<file path="src/verilog/emb_pkg.sv">
package emb_pkg;

  // ****************************************
  // Widths
  // ****************************************
  localparam int unsigned EMB_OPW = 18;
  localparam int unsigned EMB_HALFW = 9;
  localparam int unsigned EMB_PRODW = 36;
  localparam int unsigned EMB_HPRODW = 18;
  localparam int unsigned EMB_ADDRW = 8;
  localparam int unsigned EMB_DATAW = 32;

  // ****************************************
  // Register map
  // ****************************************
  localparam logic [7:0] EMB_CFG_OFS = 8'h00;
  localparam logic [7:0] EMB_STAT_OFS = 8'h04;
  localparam int unsigned EMB_CFGW = 8;
  localparam logic [7:0] EMB_CFG_RST = 8'h00;
  localparam int unsigned EMB_STAT_SIGNED_BIT = 0;
  localparam int unsigned EMB_STAT_DUAL_BIT = 1;

  // ****************************************
  // Types
  // ****************************************
  // Bit 0 mode, [2:1] A sections, [4:3] B sections, 5 sign, [7:6] out
  typedef struct packed {
    logic [1:0] out_reg;
    logic sign_reg;
    logic [1:0] b_reg;
    logic [1:0] a_reg;
    logic dual;
  } emb_cfg_t;

  typedef struct packed {
    logic [EMB_OPW-1:0] a;
    logic [EMB_OPW-1:0] b;
    logic sign_a;
    logic sign_b;
  } emb_opnd_t;

  typedef struct packed {
    logic [EMB_ADDRW-1:0] addr;
    logic [EMB_DATAW-1:0] wdata;
    logic wr;
    logic rd;
  } emb_bus_t;

endpackage : emb_pkg

</file>
<file path="src/verilog/emb_multiplier.sv">
// Added by the designer: the strobed register port and the address map.
`timescale 1ns/1ps

module emb_multiplier
  import emb_pkg::*;
(
  // Clock and resets
  input wire logic mclk_i,
  input wire logic rst_i,
  input wire logic aclr_i,
  input wire logic ce_i,
  // Register port
  input wire emb_pkg::emb_bus_t bus_i,
  output logic [emb_pkg::EMB_DATAW-1:0] rd_data_o,
  // Operands from fabric
  input wire emb_pkg::emb_opnd_t opnd_i,
  // Product to fabric
  output logic [emb_pkg::EMB_PRODW-1:0] product_o,
  output logic product_signed_o
);
  import emb_pkg::*;

  // ****************************************
  // Configuration register
  // ****************************************
  emb_cfg_t cfg_ff;
  logic [EMB_DATAW-1:0] rd_data_ff;
  logic [EMB_DATAW-1:0] nxt_rd_data;

  // ****************************************
  // Write decode
  // ****************************************
  logic cfg_wr;

  // Only the low byte is configuration; upper write bits are ignored
  always_comb
  begin
    cfg_wr = 1'b0;
    if (bus_i.wr && (bus_i.addr == EMB_CFG_OFS))
      cfg_wr = 1'b1;
  end

  always_ff @(posedge mclk_i)
  begin
    if (rst_i)
      cfg_ff <= emb_cfg_t'(EMB_CFG_RST);
    else if (cfg_wr)
      cfg_ff <= emb_cfg_t'(bus_i.wdata[EMB_CFGW-1:0]);
  end

  // ****************************************
  // Sign select stage
  // ****************************************
  logic sign_a_ff;
  logic sign_b_ff;
  logic sign_a;
  logic sign_b;

  // Sign A register, cleared and enabled like every other stage
  always_ff @(posedge mclk_i or posedge aclr_i)
  begin
    if (aclr_i)
      sign_a_ff <= 1'b0;
    else if (ce_i)
      sign_a_ff <= opnd_i.sign_a;
  end

  // Sign B register
  always_ff @(posedge mclk_i or posedge aclr_i)
  begin
    if (aclr_i)
      sign_b_ff <= 1'b0;
    else if (ce_i)
      sign_b_ff <= opnd_i.sign_b;
  end

  // ****************************************
  // Sign interpretation
  // ****************************************
  // Plain levels, free to change between operations
  // Fabric ties both low when unused: unsigned product
  always_comb
  begin
    if (cfg_ff.sign_reg)
    begin
      sign_a = sign_a_ff;
      sign_b = sign_b_ff;
    end
    else
    begin
      sign_a = opnd_i.sign_a;
      sign_b = opnd_i.sign_b;
    end
  end

  // ****************************************
  // Input stage, one 9-bit section per lane
  // ****************************************
  logic [EMB_OPW-1:0] a_ff;
  logic [EMB_OPW-1:0] b_ff;
  logic [EMB_OPW-1:0] a_mul;
  logic [EMB_OPW-1:0] b_mul;
  logic [1:0] a_sel;
  logic [1:0] b_sel;
  logic [1:0] o_sel;

  // ****************************************
  // Stage selects
  // ****************************************
  // Whole-word mode uses the section 0 enables for both halves
  always_comb
  begin
    if (cfg_ff.dual)
    begin
      a_sel = cfg_ff.a_reg;
      b_sel = cfg_ff.b_reg;
      o_sel = cfg_ff.out_reg;
    end
    else
    begin
      a_sel = {2{cfg_ff.a_reg[0]}};
      b_sel = {2{cfg_ff.b_reg[0]}};
      o_sel = {2{cfg_ff.out_reg[0]}};
    end
  end

  // ****************************************
  // Operand registers
  // ****************************************
  // Operand A register; bypassed sections simply ignore it
  always_ff @(posedge mclk_i or posedge aclr_i)
  begin
    if (aclr_i)
      a_ff <= '0;
    else if (ce_i)
      a_ff <= opnd_i.a;
  end

  // Operand B register, kept apart so A and B stage independently
  always_ff @(posedge mclk_i or posedge aclr_i)
  begin
    if (aclr_i)
      b_ff <= '0;
    else if (ce_i)
      b_ff <= opnd_i.b;
  end

  genvar gi;
  generate
    for (gi = 0; gi < 2; gi++)
    begin : g_sec
      localparam int unsigned LO = gi * EMB_HALFW;
      assign a_mul[LO +: EMB_HALFW] = a_sel[gi] ? a_ff[LO +: EMB_HALFW]
                                                : opnd_i.a[LO +: EMB_HALFW];
      assign b_mul[LO +: EMB_HALFW] = b_sel[gi] ? b_ff[LO +: EMB_HALFW]
                                                : opnd_i.b[LO +: EMB_HALFW];
    end
  endgenerate

  // ****************************************
  // Multiplier stage
  // ****************************************
  logic signed [EMB_OPW:0] a_ext;
  logic signed [EMB_OPW:0] b_ext;
  logic signed [2*EMB_OPW+1:0] full_prod;
  logic [EMB_PRODW-1:0] dual_prod;
  logic [EMB_PRODW-1:0] mul_out;
  logic prod_signed;

  // One extra bit carries the sign choice so one signed multiply serves
  // all four sign combinations; a zero top bit makes the operand unsigned
  always_comb
  begin
    a_ext = {sign_a & a_mul[EMB_OPW-1], a_mul};
    b_ext = {sign_b & b_mul[EMB_OPW-1], b_mul};
    full_prod = a_ext * b_ext;
  end

  // ****************************************
  // Lane products
  // ****************************************

  generate
    for (gi = 0; gi < 2; gi++)
    begin : g_half
      localparam int unsigned LO = gi * EMB_HALFW;
      logic signed [EMB_HALFW:0] ha;
      logic signed [EMB_HALFW:0] hb;
      logic signed [2*EMB_HALFW+1:0] hp;
      // Both halves share the single pair of selects
      always_comb
      begin
        ha = {sign_a & a_mul[LO+EMB_HALFW-1], a_mul[LO +: EMB_HALFW]};
        hb = {sign_b & b_mul[LO+EMB_HALFW-1], b_mul[LO +: EMB_HALFW]};
        hp = ha * hb;
      end
      // Low 18 bits hold every 9x9 result exactly
      assign dual_prod[gi*EMB_HPRODW +: EMB_HPRODW] = hp[EMB_HPRODW-1:0];
    end
  endgenerate

  // ****************************************
  // Result select
  // ****************************************
  // Both shapes are always computed; the mode only picks the result
  always_comb
  begin
    if (cfg_ff.dual)
      mul_out = dual_prod;
    else
      mul_out = full_prod[EMB_PRODW-1:0];
  end

  // Unsigned only when both operands are unsigned
  always_comb
  begin
    prod_signed = 1'b0;
    if (sign_a || sign_b)
      prod_signed = 1'b1;
  end

  // ****************************************
  // Output stage
  // ****************************************
  logic [EMB_PRODW-1:0] prod_ff;
  logic prod_signed_ff;
  logic [EMB_PRODW-1:0] nxt_product;

  // Product register, both 18-bit sections loaded together
  always_ff @(posedge mclk_i or posedge aclr_i)
  begin
    if (aclr_i)
      prod_ff <= '0;
    else if (ce_i)
      prod_ff <= mul_out;
  end

  // ****************************************
  // Sign flag stage
  // ****************************************
  // Signed flag follows the staging of section 0
  always_ff @(posedge mclk_i or posedge aclr_i)
  begin
    if (aclr_i)
      prod_signed_ff <= 1'b0;
    else if (ce_i)
      prod_signed_ff <= prod_signed;
  end

  // Bypassed sections stay combinational: zero added latency by design
  generate
    for (gi = 0; gi < 2; gi++)
    begin : g_out
      localparam int unsigned LO = gi * EMB_HPRODW;
      assign nxt_product[LO +: EMB_HPRODW] = o_sel[gi]
        ? prod_ff[LO +: EMB_HPRODW]
        : mul_out[LO +: EMB_HPRODW];
    end
  endgenerate

  // ****************************************
  // Output drive
  // ****************************************
  // Latency: one cycle per registered stage on a path, none when bypassed
  // Bypass must add no cycle, so these outputs are not all from flops
  assign product_o = nxt_product;
  always_comb
  begin
    if (o_sel[0])
      product_signed_o = prod_signed_ff;
    else
      product_signed_o = prod_signed;
  end

  // ****************************************
  // Read port
  // ****************************************
  logic [EMB_DATAW-1:0] cfg_word;
  logic [EMB_DATAW-1:0] stat_word;

  // Register images, zero above their defined bits
  always_comb
  begin
    cfg_word = '0;
    cfg_word[EMB_CFGW-1:0] = cfg_ff;
    stat_word = '0;
    stat_word[EMB_STAT_SIGNED_BIT] = product_signed_o;
    stat_word[EMB_STAT_DUAL_BIT] = cfg_ff.dual;
  end

  // Unmapped reads and idle cycles return zero
  always_comb
  begin
    nxt_rd_data = '0;
    if (bus_i.rd)
    begin
      case (bus_i.addr)
        EMB_CFG_OFS:
          nxt_rd_data = cfg_word;
        EMB_STAT_OFS:
          nxt_rd_data = stat_word;
        default:
          nxt_rd_data = '0;
      endcase
    end
  end

  // ****************************************
  // Read data register
  // ****************************************
  always_ff @(posedge mclk_i)
  begin
    if (rst_i)
      rd_data_ff <= '0;
    else
      rd_data_ff <= nxt_rd_data;
  end

  assign rd_data_o = rd_data_ff;

endmodule : emb_multiplier

</file>
<file path="config.mk">
export PLATFORM = sky130hd
export DESIGN_NAME = emb_multiplier
export DESIGN_NICKNAME = d
export VERILOG_FILES = /design/src/verilog/emb_pkg.sv /design/src/verilog/emb_multiplier.sv
export SDC_FILE = /design/constraint.sdc
export NUM_CORES = 2
export LEC_CHECK = 0
export ABC_AREA = 1
export BUFFER_PORTS_ARGS = -buffer_cell sky130_fd_sc_hd__buf_2
export CORE_MARGIN = 4
export CORE_UTILIZATION = 45
export CTS_CLUSTER_SIZE = 40
export DETAILED_ROUTE_END_ITERATION = 10
export HOLD_SLACK_MARGIN = 0.03
export PLACE_DENSITY = 0.71
export SLEW_MARGIN = 20
export SYNTH_ARGS = -nofsm -noshare
export SYNTH_HDL_FRONTEND = slang
export SYNTH_SLANG_ARGS = --single-unit
</file>
<file path="constraint.sdc">
create_clock -name mclk_i -period 15.6 [get_ports mclk_i]
set_input_delay 0.78 -clock mclk_i [delete_from_list [all_inputs] [get_ports mclk_i]]
set_output_delay 0.78 -clock mclk_i [all_outputs]
set_load 0.01 [all_outputs]
</file>
==> results.md <==
* WL/cell at ~18 um
* DIE AREA at 54,100 um^2
* Sum Neg Setup Slack at 0 ns
* Min-delay worst type: input port to async pin
* CP arrival at 8.86 ns
* First drt pass iteration count at 6
* Max-slew headroom at 37.9%
* CTS tree: built
* Status: completed
* # clock sinks at 91
* CP top delay family: adder cells
* Synth unique cells at 43
* Mean Syn Cell Area at 7.80 um^2
* Layout area overhead at 6.88%
* Post-route minimum period at just under 10 ns
* CP endpoint kind: primary output
* Setup violators final at 0
* Row Count at 82
* Post-cts resize count at 0
* Vias in the first global route at between 15,000 and 20,000
* Via/cell ratio at 5.05
* WP data required at 14.82 ns
* Cell mode on critical path: nand2_1
* Number of synthesized register bits at 91
* Design Area, Final at about 24,000 um^2
* Ys async rst share at between 80 and 90%
* Worst path bufs/invs at 8
* Max Cap Violations at 0
* Critical path peak fanout at 33
* Post-CTS Repair Setup Buffers at 0
* Worst slew pin tran at 0.929 ns
* Overflow after GRT at 0
* Post-synth top flop: dfrtp_1
* DIE HEIGHT at 233 um
* Detailed Route Iter0 Violations at 1,158
* Gpl congestion at ~0.94
* Fin. Hold Viols at 0
* Die Wd at around 230 um
* Number of flops mapped to enable cells by yosys at 0
* Initial antenna violation count at 0
* Unrepaired setup endpoints after global routing: false
* Worst setup SP type: flip-flop
* CTS Buf Count at 9
* Max Freq at 104 MHz
* Clock Skew at between 0.02 and 0.025 ns
* # DRC at 0
* H-tree Lvls at 3
* Worst path slowest cell: inv_1
* Slew Viols, Final at 0
* Largest stage delay on the critical path at 0.58 ns
* Clock Pin Slew Worst Setup and Hold Paths at about 0.070 ns
* Layout cells sized above 1 at 6.59%
* Gate Count Post-Synth at just under 3,000
* Number of diodes at 0
* Core area at 50,000 um^2
* Warnings from Yosys at 0
* Tcrit/Tclk final at 61.8%
* Commonest non-fill, non-tap cell in the layout: inv_1
* # IOs at approximately 150
* Clock Tree Root: clkbuf_16
* Final antenna-violating net count at 0
* Commonest non-fill, non-tap cells in the layout: inv_1, nand2_1, fa_1
* Routed WL at 65,100 um
* Via count at between 15,000 and 20,000
* Final net count at 3,703
* PortBufs at 104
* Largest net degree at the start of global routing at 58
* CP Class: flip-flop to primary output
* Max clock buf depth at 2
* Global Route Usage Sum at 25.0%
* Placed Area at 23,900 um^2
* Hpwl dp at about 55,000 um
* Clock Latency Late Sink at ~0.40 ns
* Register area share after synthesis at 9.69%
* Mapped Area at 22,700 um^2
* Initial Util at 45.4%
* Hold Buf Count CTS at 0
* Global-route wire length before repair at ~100,000 um
-- final timing paths --
kind	slack (ns)	depth (start not counted)	startpoint	to
min in group mclk_i	0.47	2	sign_a_ff	sign_a_ff
max	5.96	32	cfg_ff[0]	product_o[35]
max reg2reg	7.23	31	cfg_ff[0]	prod_ff[35]
min	0.42	2	aclr_i	sign_b_ff
max in group asynchronous	14.07	3	aclr_i	b_ff[4]
min reg2reg	0.47	2	sign_a_ff	sign_a_ff
-- worst register-to-register path: cells and delay by family (launching register included) --
kind / cells / cell delay (ns)
fa+ha+maj: 8 / 3.73
buf+inv: 7 / 1.47
simple gates: 13 / 1.64
flops: 1 / 0.32
compound gates: 3 / 1.14
-- Yosys cell counts (11+ instances only) --
| master | instances | area share, % |
|---|---|---|
| a21oi_1 | 79 | 1.7 |
| buf_4 | 25 | 0.83 |
| clkbuf_1 | 58 | 0.96 |
| clkinv_1 | 13 | 0.22 |
| dfrtp_1 | 75 | 8.3 |
| dfxtp_1 | 16 | 1.4 |
| fa_1 | 450 | 40 |
| ha_1 | 184 | 10 |
| inv_1 | 710 | 12 |
| nand2_1 | 621 | 10 |
| nand3_1 | 94 | 2.1 |
| nor2_1 | 271 | 4.5 |
| nor3_1 | 16 | 0.35 |
| o21ai_0 | 147 | 3.2 |
| o21ai_1 | 18 | 0.40 |
| or2_2 | 11 | 0.30 |
| xnor2_1 | 13 | 0.50 |
-- sequential cells by signal (all words and copies together), names as in the netlist --
name and flops:
prod_ff 36, b_ff 18, sign_a_ff 1, a_ff 18, rd_data_o 8, cfg_ff 8, sign_b_ff 1, prod_signed_ff 1
-- final cells by class --
cell class	instances	area, um^2
repair buffers	135	756
flip-flops and latches	91	2200
multi-input cells	2017	17400
well taps	672	841
clock inverters	4	47.5
inverters	731	2750
clock buffers	12	279
fillers	4908	25700
-- stage by stage --
stage,worst slack [ns],instances,util [%],hold slack [ns]
6_report,5.96,3662,48.5,0.418
5_1_grt,5.35,3662,48.5,0.433
4_1_cts,6.00,3662,48.5,0.414
3_5_place_dp,6.35,3646,47.9,0.463
3_3_place_gp,6.39,3646,47.9,0.460
2_1_floorplan,8.11,2932,-,0.442
-- layer usage --
metal	routed length (um)	GRT usage, %	vias up
li1	-	-	8710
met1	25700	31.8	8991
met2	31100	41.5	642
met3	5150	5.50	165
met4	3050	10.2	0
met5	0	0	-
-- cells by family after synthesis --
logic type	synth area share (%)
xor gates and xnor gates	0.888
and+or+nand+nor	18.7
buffers and inverters	14.1
AOI/OAI and AO/OA	6.68
DFF	9.69
other	0.0165
muxes	0.138
adders and majority gates	49.9
Power is not shown: default switching activity piles up to over one toggle a cycle in this logic, so the estimate is an artifact.
